$ cat src/rtl/unused_placeholder_none.sv
`default_nettype none
`default_nettype wire

$ cat src/rtl/cps_pkg.sv
`default_nettype none
package cps_pkg;
    // Output counts
    localparam int N_SE   = 8;
    localparam int N_DIFF = 3;

    // Reference clock period and derived timing counts
    localparam int CLK_PERIOD_NS   = 20;
    localparam int T_STABLE_NS     = 1800000;
    localparam int T_FLOAT_HIGH_NS = 300000;
    localparam int T_DOWN_INIT_NS  = 10000;
    localparam int STABLE_CYC      = T_STABLE_NS / CLK_PERIOD_NS;
    localparam int FLOAT_HIGH_CYC  = T_FLOAT_HIGH_NS / CLK_PERIOD_NS;
    localparam int DOWN_INIT_CYC   = T_DOWN_INIT_NS / CLK_PERIOD_NS;
    localparam int TMR_W           = 17;

    // Request edges needed before power-down is taken
    localparam logic [1:0] DOWN_EDGES = 2'h2;

    // Sequencer states
    typedef enum logic [2:0] {
        CPS_RUN   = 3'b000,
        CPS_STOP  = 3'b001,
        CPS_OFF   = 3'b010,
        CPS_WAKE  = 3'b011,
        CPS_NOPWR = 3'b100
    } cps_state_t;

    // All sequencer state
    typedef struct packed {
        cps_state_t       st;
        logic             sync1;
        logic             sync2;
        logic             pin_down;
        logic             comp_prev;
        logic [1:0]       edge_cnt;
        logic [TMR_W-1:0] tmr;
        logic             osc_en;
        logic             pll_en;
        logic             stop;
    } cps_seq_t;

    // Gate cell state
    typedef struct packed {
        logic raw_prev;
        logic run;
    } cps_gate_t;
endpackage
`default_nettype wire

$ cat src/rtl/cps_clk_gate.sv
`default_nettype none
// Glitch-free stop and restart of one clock output
module cps_clk_gate (
    // Clock and reset
    input  wire logic clk,
    input  wire logic rst_n,
    // Control and status
    input  wire logic raw,
    input  wire logic stop,
    output logic      run
);
    cps_pkg::cps_gate_t g_r;
    cps_pkg::cps_gate_t g_nxt;

    // Park on a falling edge of the watched leg, resume while it is low
    always_comb begin
        g_nxt          = g_r;
        g_nxt.raw_prev = raw;
        if (stop && g_r.raw_prev && !raw) begin
            g_nxt.run = 1'b0;
        end else if (!stop && !raw) begin
            g_nxt.run = 1'b1;
        end
    end

    // State register
    always_ff @(posedge clk) begin
        if (!rst_n) begin
            g_r <= '0;
        end else begin
            g_r <= g_nxt;
        end
    end

    assign run = g_r.run;

    // Stopping only ever follows a falling edge of the watched leg
    a_stop_on_fall: assert property (@(posedge clk) disable iff (!rst_n)
        $fell(g_r.run) |-> ($past(g_r.raw_prev) && !$past(raw) && $past(stop)))
        else $error("gate parked without a falling edge");
    // Restart only while the watched leg sits at its parked phase
    a_start_low: assert property (@(posedge clk) disable iff (!rst_n)
        $rose(g_r.run) |-> (!$past(raw) && !$past(stop)))
        else $error("gate restarted mid pulse");
endmodule
`default_nettype wire

$ cat src/rtl/cps_sequencer.sv
`default_nettype none
// Behaviour
// - Take request after two high complement edges
// - Single-ended outputs stop low at falling edge
// - Differential pairs stop at complement fall, park
// - Mode 0: true driven high, complement floated
// - Mode 1: both legs high impedance
// - Entry same for every CPU frequency
// - Stable clocks within 1.8 ms
// - Floated pairs driven high within 300 us
// - All outputs enabled together after lock
// - Pin is supply-good until first seen low
// - Synchronise request, park before oscillator off
// - Per-group drive-mode bit, 0 driven
module cps_sequencer #(
    parameter int STABLE_CYC = cps_pkg::STABLE_CYC
) (
    // Clock and reset
    input  wire logic                      REF_CLK,
    input  wire logic                      RSTN,
    // Combined supply-good / power-down pin
    input  wire logic                      SUPPLY_GOOD_N_DOWN_REQ,
    // Free-running sources from the synthesizer
    input  wire logic                      CPU_CLOCK_COMPLEMENT_RAW,
    input  wire logic [cps_pkg::N_SE-1:0]   SE_CLK_RAW,
    input  wire logic [cps_pkg::N_DIFF-1:0] DIFF_C_RAW,
    // Per-group drive mode
    input  wire logic [cps_pkg::N_DIFF-1:0] DIFF_HIZ_MODE,
    // Oscillator and PLL control
    input  wire logic                      PLL_LOCK,
    output logic                           OSC_EN,
    output logic                           PLL_EN,
    // Gated outputs
    output logic [cps_pkg::N_SE-1:0]        SE_CLK_OUT,
    output logic [cps_pkg::N_DIFF-1:0]      DIFF_T,
    output logic [cps_pkg::N_DIFF-1:0]      DIFF_C,
    output logic [cps_pkg::N_DIFF-1:0]      DIFF_T_OE_N,
    output logic [cps_pkg::N_DIFF-1:0]      DIFF_C_OE_N,
    output logic [cps_pkg::N_DIFF-1:0]      DIFF_DRIVE_2X,
    output logic                           CLOCKS_STABLE
);
    localparam logic [cps_pkg::TMR_W-1:0] STABLE_MAX = cps_pkg::TMR_W'(STABLE_CYC);

    cps_pkg::cps_seq_t s_r;
    cps_pkg::cps_seq_t s_nxt;
    logic [cps_pkg::N_SE-1:0]   se_run;
    logic [cps_pkg::N_DIFF-1:0] diff_run;
    logic                       all_parked;
    logic                       req;
    logic                       comp_rise;
    logic                       down_state;

    assign all_parked = ~|se_run && ~|diff_run;
    assign req        = s_r.sync2;
    assign comp_rise  = CPU_CLOCK_COMPLEMENT_RAW && !s_r.comp_prev;
    assign down_state = (s_r.st == cps_pkg::CPS_STOP) || (s_r.st == cps_pkg::CPS_OFF);

    // Sequencer next state
    always_comb begin
        s_nxt           = s_r;
        s_nxt.sync1     = SUPPLY_GOOD_N_DOWN_REQ;
        s_nxt.sync2     = s_r.sync1;
        s_nxt.comp_prev = CPU_CLOCK_COMPLEMENT_RAW;
        // Count complement rising edges with request high, any frequency
        if (!req) begin
            s_nxt.edge_cnt = 2'h0;
        end else if (comp_rise && s_r.edge_cnt != cps_pkg::DOWN_EDGES) begin
            s_nxt.edge_cnt = s_r.edge_cnt + 2'h1;
        end
        case (s_r.st)
            cps_pkg::CPS_NOPWR: begin
                // Pin read as supply-good until first low
                if (!req) begin
                    s_nxt.pin_down = 1'b1;
                    s_nxt.st     = cps_pkg::CPS_WAKE;
                    s_nxt.osc_en = 1'b1;
                    s_nxt.pll_en = 1'b1;
                    s_nxt.tmr    = '0;
                end
            end
            cps_pkg::CPS_RUN: begin
                if (s_r.edge_cnt == cps_pkg::DOWN_EDGES) begin
                    s_nxt.st   = cps_pkg::CPS_STOP;
                    s_nxt.stop = 1'b1;
                end
            end
            cps_pkg::CPS_STOP: begin
                // Oscillator stays on until every output is parked
                if (all_parked) begin
                    s_nxt.st     = cps_pkg::CPS_OFF;
                    s_nxt.osc_en = 1'b0;
                    s_nxt.pll_en = 1'b0;
                end
            end
            cps_pkg::CPS_OFF: begin
                if (!req) begin
                    s_nxt.st     = cps_pkg::CPS_WAKE;
                    s_nxt.osc_en = 1'b1;
                    s_nxt.pll_en = 1'b1;
                    s_nxt.tmr    = '0;
                end
            end
            cps_pkg::CPS_WAKE: begin
                s_nxt.tmr = s_r.tmr + 1'b1;
                if (req) begin
                    s_nxt.st = cps_pkg::CPS_STOP;         // Early request at power-on
                end else if (PLL_LOCK || s_r.tmr >= STABLE_MAX - 1'b1) begin
                    s_nxt.st   = cps_pkg::CPS_RUN;
                    s_nxt.stop = 1'b0;
                end
            end
            default: begin
                s_nxt.st = cps_pkg::CPS_NOPWR;
            end
        endcase
    end

    // State register
    always_ff @(posedge REF_CLK) begin
        if (!RSTN) begin
            s_r       <= '0;
            s_r.st    <= cps_pkg::CPS_NOPWR;
            s_r.sync1 <= 1'b1;
            s_r.sync2 <= 1'b1;
            s_r.stop  <= 1'b1;
        end else begin
            s_r <= s_nxt;
        end
    end

    // One gate per output, single-ended on its own leg, pairs on complement
    genvar i;
    generate
        for (i = 0; i < cps_pkg::N_SE + cps_pkg::N_DIFF; i++) begin : g_gate
            if (i < cps_pkg::N_SE) begin : g_se
                cps_clk_gate u_gate (
                    .clk   (REF_CLK),
                    .rst_n (RSTN),
                    .raw   (SE_CLK_RAW[i]),
                    .stop  (s_r.stop),
                    .run   (se_run[i])
                );
            end else begin : g_diff
                cps_clk_gate u_gate (
                    .clk   (REF_CLK),
                    .rst_n (RSTN),
                    .raw   (DIFF_C_RAW[i-cps_pkg::N_SE]),
                    .stop  (s_r.stop),
                    .run   (diff_run[i-cps_pkg::N_SE])
                );
            end
        end
    endgenerate

    // Output levels and enables
    always_comb begin
        SE_CLK_OUT    = SE_CLK_RAW & se_run;
        DIFF_T        = ~DIFF_C_RAW | ~diff_run;
        DIFF_C        = DIFF_C_RAW & diff_run;
        DIFF_T_OE_N   = {cps_pkg::N_DIFF{down_state}} & ~diff_run & DIFF_HIZ_MODE;
        DIFF_C_OE_N   = {cps_pkg::N_DIFF{down_state}} & ~diff_run;
        DIFF_DRIVE_2X = ~diff_run & ~DIFF_T_OE_N;
    end

    assign OSC_EN        = s_r.osc_en;
    assign PLL_EN        = s_r.pll_en;
    assign CLOCKS_STABLE = (s_r.st == cps_pkg::CPS_RUN);

    // Power-down taken only after two counted complement edges
    a_entry_two_edges: assert property (@(posedge REF_CLK) disable iff (!RSTN)
        (s_r.st == cps_pkg::CPS_STOP && $past(s_r.st) == cps_pkg::CPS_RUN)
        |-> $past(s_r.edge_cnt) == cps_pkg::DOWN_EDGES)
        else $error("power-down taken before two edges");
    // Oscillator only turned off with every output parked
    a_park_before_off: assert property (@(posedge REF_CLK) disable iff (!RSTN)
        $fell(OSC_EN) |-> $past(all_parked) && $past(s_r.st) == cps_pkg::CPS_STOP)
        else $error("oscillator off with an output running");
    // Parked single-ended outputs stay low
    a_se_held_low: assert property (@(posedge REF_CLK) disable iff (!RSTN)
        ($past(s_r.stop) && ~|$past(se_run)) |-> (SE_CLK_OUT == '0 && ~|se_run))
        else $error("single-ended output not low while parked");
    // Mode 1 floats both legs of a parked group
    a_float_mode1: assert property (@(posedge REF_CLK) disable iff (!RSTN)
        (s_r.st == cps_pkg::CPS_OFF && DIFF_HIZ_MODE[0])
        |-> DIFF_T_OE_N[0] && DIFF_C_OE_N[0])
        else $error("mode 1 group not floated");
    // Mode 0 drives true high, floats complement
    a_drive_mode0: assert property (@(posedge REF_CLK) disable iff (!RSTN)
        (s_r.st == cps_pkg::CPS_OFF && !DIFF_HIZ_MODE[0])
        |-> !DIFF_T_OE_N[0] && DIFF_T[0] && DIFF_DRIVE_2X[0] && DIFF_C_OE_N[0])
        else $error("mode 0 group not parked high");
    // Floated pairs driven again the cycle after release
    a_wake_driven: assert property (@(posedge REF_CLK) disable iff (!RSTN)
        (s_r.st == cps_pkg::CPS_WAKE) |-> DIFF_T_OE_N == '0 && DIFF_T == '1)
        else $error("pair left floating after release");
    // Lock releases every output in one step
    a_lock_release: assert property (@(posedge REF_CLK) disable iff (!RSTN)
        (s_r.st == cps_pkg::CPS_WAKE && PLL_LOCK && !req) |=> !s_r.stop)
        else $error("outputs not released after lock");
    // Wake never outlasts the stabilisation bound
    a_stable_bound: assert property (@(posedge REF_CLK) disable iff (!RSTN)
        (s_r.st == cps_pkg::CPS_WAKE) |-> s_r.tmr < STABLE_MAX)
        else $error("stabilisation time exceeded");
    // Pin function never returns to supply-good
    a_pin_mode: assert property (@(posedge REF_CLK) disable iff (!RSTN)
        !$fell(s_r.pin_down))
        else $error("pin reverted to supply-good");
endmodule
`default_nettype wire

$ cat config.mk
export PLATFORM = sky130hd
export DESIGN_NAME = cps_sequencer
export DESIGN_NICKNAME = d
export VERILOG_FILES = /design/src/rtl/unused_placeholder_none.sv /design/src/rtl/cps_pkg.sv /design/src/rtl/cps_clk_gate.sv /design/src/rtl/cps_sequencer.sv
export SDC_FILE = /design/constraint.sdc
export NUM_CORES = 1
export LEC_CHECK = 0
export BUFFER_PORTS_ARGS = -buffer_cell sky130_fd_sc_hd__buf_2
export CAP_MARGIN = 20
export CORE_ASPECT_RATIO = 0.75
export CORE_MARGIN = 4
export CORE_UTILIZATION = 58
export DETAILED_ROUTE_END_ITERATION = 7
export PLACE_DENSITY = 0.9
export SYNTH_ARGS = -nofsm -noshare
export SYNTH_HDL_FRONTEND = slang
export SYNTH_SLANG_ARGS = --single-unit
$ cat constraint.sdc
create_clock -name REF_CLK -period 3.24 [get_ports REF_CLK]
set_clock_uncertainty 0.2 [all_clocks]
set_input_delay 0.648 -clock REF_CLK [delete_from_list [all_inputs] [get_ports REF_CLK]]
set_output_delay 0.648 -clock REF_CLK [all_outputs]
set_load 0.005 [all_outputs]
# After elaboration in Yosys (flattened, before gate mapping)
# Cells that the tools add are included.
[classes]
addsub = 2
magnitude_cmp = 1
eq_ne = 12
mux = 14
bitwise_logic = 10
n_reduce_logical = 76
[ops]
columns = ["operator", "count"]
rows = [
  ["$logic_and 1x1->1", 36],
  ["$pmux 17 s2", 1],
  ["$reduce_or 2->1", 12],
  ["$mux 19", 1],
  ["$add 17x1->17 const B", 1],
  ["$ge 17x17->1 const B", 1],
  ["$logic_not 1->1", 15],
  ["$mux 3", 5],
  ["$and 3x3->3", 4],
  ["$pmux 3 s4", 1],
  ["$ne 2x2->1 const B", 5],
  ["$not 3->3", 3],
  ["$and 8x8->8", 1],
  ["$reduce_and 4->1", 2],
  ["$reduce_or 8->1", 1],
  ["$eq 3x2->1 const B", 2],
  ["$reduce_bool 2->1", 3],
  ["$pmux 2 s2", 1],
  ["$reduce_and 2->1", 2],
  ["$eq 3x1->1 const B", 1],
  ["$eq 3x3->1 const B", 1],
  ["$logic_not 3->1", 1],
  ["$mux 1", 3],
  ["$ne 3x3->1 const B", 1],
  ["other kinds (10)", 11],
]
[word_totals]
regBits = 50
input_bits = 19
output_inout_bits = 26
word_cells = 146

# Longest topological paths before layout
[depth]
word_depth = 6
depth_mapped = 7
mapped_depth_nobuf = 7

# Modules after synthesis
# From an unflattened synthesis, not the netlist that was laid out.
[unflattened]
hier_cells = 280
area_unflattened_um2 = 2308.5
[by_module_without_submodules]
columns = ["mod", "instances", "cells_each", "area_per_inst_um2", "seq_area_each_um2"]
rows = [
  ["cps_sequencer", 1, 203, 1551.5, 540.5],
  ["cps_clk_gate", 11, 7, 68.8, 40.0],
]

# Worst setup path before layout
# No wires, ideal clock.
[synth_path]
kind = "reg-to-output"
start = "register s_r[27] (netlist bit)"
end = "output DIFF_T_OE_N[0] (netlist bit)"
arrival_ns = 1.274
required_time_ns = 2.392
setup_slack_ns = 1.118
path_stages_with_launch = 6
n_path_buf = 1
cell_sequence = "dfxtp_1 clkbuf_1 xor2_1 nand2b_1 nor2_1 and2_1"
[synth_via]
elab_chain_cells = 4
word_cells_on_any_way = 5
cone_classes = "eq/ne: 2; bitwise: 2; reduce/logical: 1"
[synth_rtl]
columns = ["item", "line_no", "rtl"]
rows = [
  ["start, declared", "cps_sequencer.sv:44", "cps_pkg::cps_seq_t s_r;"],
  ["start signal, assigned", "cps_sequencer.sv:127", "s_r <= s_nxt;"],
  ["$eq 3x1->1 or $eq 3x2->1 (tied branches)", "cps_sequencer.sv:56", "assign down_state = (s_r.st == cps_pkg::CPS_STOP) || (s_r.st == cps_pkg::CPS_OFF);"],
  ["$logic_or 1x1->1 *", "cps_sequencer.sv:56", ""],
  ["$and 3x3->3 *", "n/a", ""],
  ["net DIFF_C_OE_N, one bit", "cps_sequencer.sv:38", "output logic [cps_pkg::N_DIFF-1:0] DIFF_C_OE_N,"],
  ["$and 3x3->3 *", "cps_sequencer.sv:160", "DIFF_T_OE_N = {cps_pkg::N_DIFF{down_state}} & ~diff_run & DIFF_HIZ_MODE;"],
  ["end, declared", "cps_sequencer.sv:37", "output logic [cps_pkg::N_DIFF-1:0] DIFF_T_OE_N,"],
]
# Mark *: on every way through the listed nets, which the timed path passes. The rest lies on a longest branch.

# Final worst setup path
[layout_path]
start = "register s_r[27] (netlist bit)"
end = "output DIFF_T_OE_N[1] (netlist bit)"
[layout_via]
elab_chain_cells = 4
word_cells_on_any_way = 5
cone_classes = "eq/ne: 2; bitwise: 2; reduce/logical: 1"
[layout_rtl]
columns = ["item", "line_no"]
rows = [
  ["$eq 3x1->1 or $eq 3x2->1 (tied branches)", "cps_sequencer.sv:56"],
  ["$logic_or 1x1->1 *", "cps_sequencer.sv:56"],
  ["$and 3x3->3 * (2 in a row)", "cps_sequencer.sv:160"],
]
# Every way passes the cells marked *; elsewhere a longest branch is shown, timed or not.

==> results.json <==
{
  "core_area_mm2": 0.00371,
  "power_density_mw_per_mm2": 489,
  "fmax_mhz": 391,
  "cp_slowest_cell": "dfxtp_1",
  "antenna_cells": 0,
  "syn_nets": 297,
  "gr-total-overflow": 0,
  "layout_commonest_cell": "dfxtp_1",
  "synth-seq-cells": 49,
  "drt_iter0_drc": 192,
  "whs_ps": 229,
  "synth_fa_ha_area_frac": 0.0110,
  "dieHeight_um": 62.3,
  "cts_buffers": 5,
  "status": "completed",
  "yosys.area_share.xor_xnor": 0.0269,
  "critPathLaunchType": "flop",
  "post-route-period-util": 0.790,
  "place_congestion": 0.870,
  "via_count": 2049,
  "cts_resized": 0,
  "path_cells": "xor2_1 > nand2b_1 > nor2_1 > and2_1 > buf_2",
  "p_leak_nw": 1.09,
  "avgViaCountPerCell": 5.60,
  "drive_above_1_share": 0.182,
  "grt_pass1_wl_mm": 8.73,
  "instances_no_fill": 366,
  "start_util": 0.614,
  "drtPass1Iterations": 4,
  "tightest_slew_ps": 604,
  "rows": 19,
  "syn_inst": 276,
  "critPathCaptureType": "primary output",
  "crit_fanout": 14,
  "yosys.area_share.simple": 0.325,
  "period_needed_ps": 2560,
  "io-pin-count": 45,
  "wl_mm": 4.90,
  "gr-usage-all-layers": 0.217,
  "htree_levels": 2,
  "syn-cell-area_mm2": 0.00228,
  "async_reset_ff_frac": 0,
  "area_growth_pct": 13.3,
  "synth_warnings": 0,
  "ctsRootBufferMaster": "clkbuf_8",
  "final_nets": 334,
  "place_hpwl_mm": 3.54,
  "io_buffers": 44,
  "hold_class": "reg -> reg",
  "rsz0062_at_grt": "no",
  "die_x_um": 80.4,
  "yosysSeqAreaShare": 0.431,
  "grt_max_degree": 29,
  "cts_tree": "built",
  "ir_drop_v": 0.000318,
  "path_clk_slew_ps": 80,
  "drv_slew": 0,
  "ant_nets": 0,
  "max_slew_margin": 0.598,
  "antenna_found_initial": 0,
  "drv_cap": 0,
  "synth_compound_area_frac": 0.149,
  "drc": 0,
  "clock_path_buffers": 2,
  "required_ps": 2390,
  "final_cell_mix": "49 x dfxtp_1, 44 x buf_2, 37 x nor2_1",
  "setup_tns_ps": 0,
  "muxShareOfSynthArea": 0.0192,
  "cts_sinks": 49,
  "setup.worst_path.class": "reg -> out",
  "postCtsSetupRepairBufs": 0,
  "synth_edf_count": 0,
  "cp.arrival_ps": 1710,
  "ys.flop_type": "dfxtp_1",
  "max_stage_delay_ps": 660,
  "ys_types": 48,
  "syn_area_per_cell_um2": 8.25,
  "finalHoldViolCount": 0,
  "place_inst": 358,
  "dieArea_mm2": 0.00500,
  "cts_hold_buf": 0,
  "setup_viol": 0,
  "synth_top_family_by_area": "simple AND/OR/NAND/NOR gates",
  "grt_pass1_vias": 1932,
  "routedWlPerCell_um": 13.4,
  "clkLatencyLatePin_ps": 300
}
through the flow:
step / instance area [um2] / setup slack, ps / total power [W] / utilization
3_3_place_gp: 2500 / 1140 / 0.000917 / 0.673
6_report: 2580 / 681 / 0.00126 / 0.696
4_1_cts: 2580 / 712 / 0.00127 / 0.696
2_1_floorplan: 2280 / 1120 / 0.000857 / -
3_5_place_dp: 2500 / 1050 / 0.000928 / 0.673
5_1_grt: 2580 / 567 / 0.00133 / 0.696
where the power goes:
part / total, W / switching [W] / internal (W)
Sequential: 0.000693 / 0.0000613 / 0.000631
Combinational: 0.000228 / 0.000114 / 0.000114
Clock: 0.000341 / 0.000191 / 0.000150
Total: 0.00126 / 0.000367 / 0.000895
worst max-delay path, delay by kind of cell (launching register included):
kind                      cells  cell delay [ps]
xor gates and xnor gates      1              220
DFF                           1              660
buffers and inverters         1              110
and+or+nand+nor               3              410
registers in the layout, indices dropped and copies added (netlist names):
register / count
g_gate.g_diff.u_gate.run: 3
OSC_EN: 1
g_gate.g_diff.u_gate.g_r: 3
req: 1
s_r: 24
s_nxt: 1
g_gate.g_se.u_gate.run: 8
g_gate.g_se.u_gate.g_r: 8
area by class of cell:
class | instances | area, um2
Timing Repair Buffer | 44 | 220
Clock inverter | 2 | 10.0
Clock buffer | 6 | 72.6
Tap cell | 52 | 65.1
Multi-Input combinational cell | 207 | 1210
Fill cell | 313 | 1130
Sequential cell | 49 | 981
Inverter | 6 | 22.5
per-layer routing:
layer | wire, um | global-route usage | vias up
met4 | 73 | 0.0759 | 0
li1 | - | - | 1033
met5 | 0 | 0 | -
met3 | 246 | 0.0390 | 7
met1 | 2300 | 0.303 | 961
met2 | 2280 | 0.335 | 48
worst paths after layout:
path | startpoint | end | slack (ps) | depth (start not counted)
worst max-delay path | s_r[27] | DIFF_T_OE_N[1] | 680 | 5
worst min-delay path | s_nxt[24] | req | 230 | 1
worst max register to register | s_r[28] | s_r[27] | 1000 | 5
worst min register to register | s_nxt[24] | req | 230 | 1
cells in the mapped netlist (all sizes together), types with 2 or more instances:
| master | n | area share |
|---|---|---|
| a31oi | 4 | 0.011 |
| a211oi | 3 | 0.0099 |
| a21oi | 28 | 0.062 |
| nor3b | 2 | 0.0066 |
| nand3b | 3 | 0.015 |
| and2 | 24 | 0.066 |
| xor2 | 4 | 0.015 |
| dfxtp | 49 | 0.43 |
| o211ai | 4 | 0.013 |
| or3 | 4 | 0.011 |
| nand2b | 15 | 0.041 |
| a311oi | 2 | 0.0077 |
| xnor2 | 3 | 0.012 |
| a211o | 2 | 0.0077 |
| nor4 | 3 | 0.0082 |
| buf | 5 | 0.014 |
| and3 | 3 | 0.0082 |
| nand2 | 20 | 0.034 |
| clkbuf | 9 | 0.015 |
| nor2 | 38 | 0.064 |
| inv | 6 | 0.0099 |
| nor3 | 8 | 0.018 |
| nand4 | 3 | 0.0082 |
| nand3 | 8 | 0.018 |
| o21ai | 7 | 0.015 |
| ha | 2 | 0.011 |
| mux2 | 3 | 0.015 |
| nor2b | 2 | 0.0055 |
logic make-up after synthesis:
logic type                 after synthesis
and+or+nand+nor                        138
AOI/OAI and AO/OA                       56
DFF                                     49
buffers and inverters                   20
xor gates and xnor gates                 7
muxes                                    4
adders and majority gates                2
No activity file was read; power rests on OpenSTA's default activity.
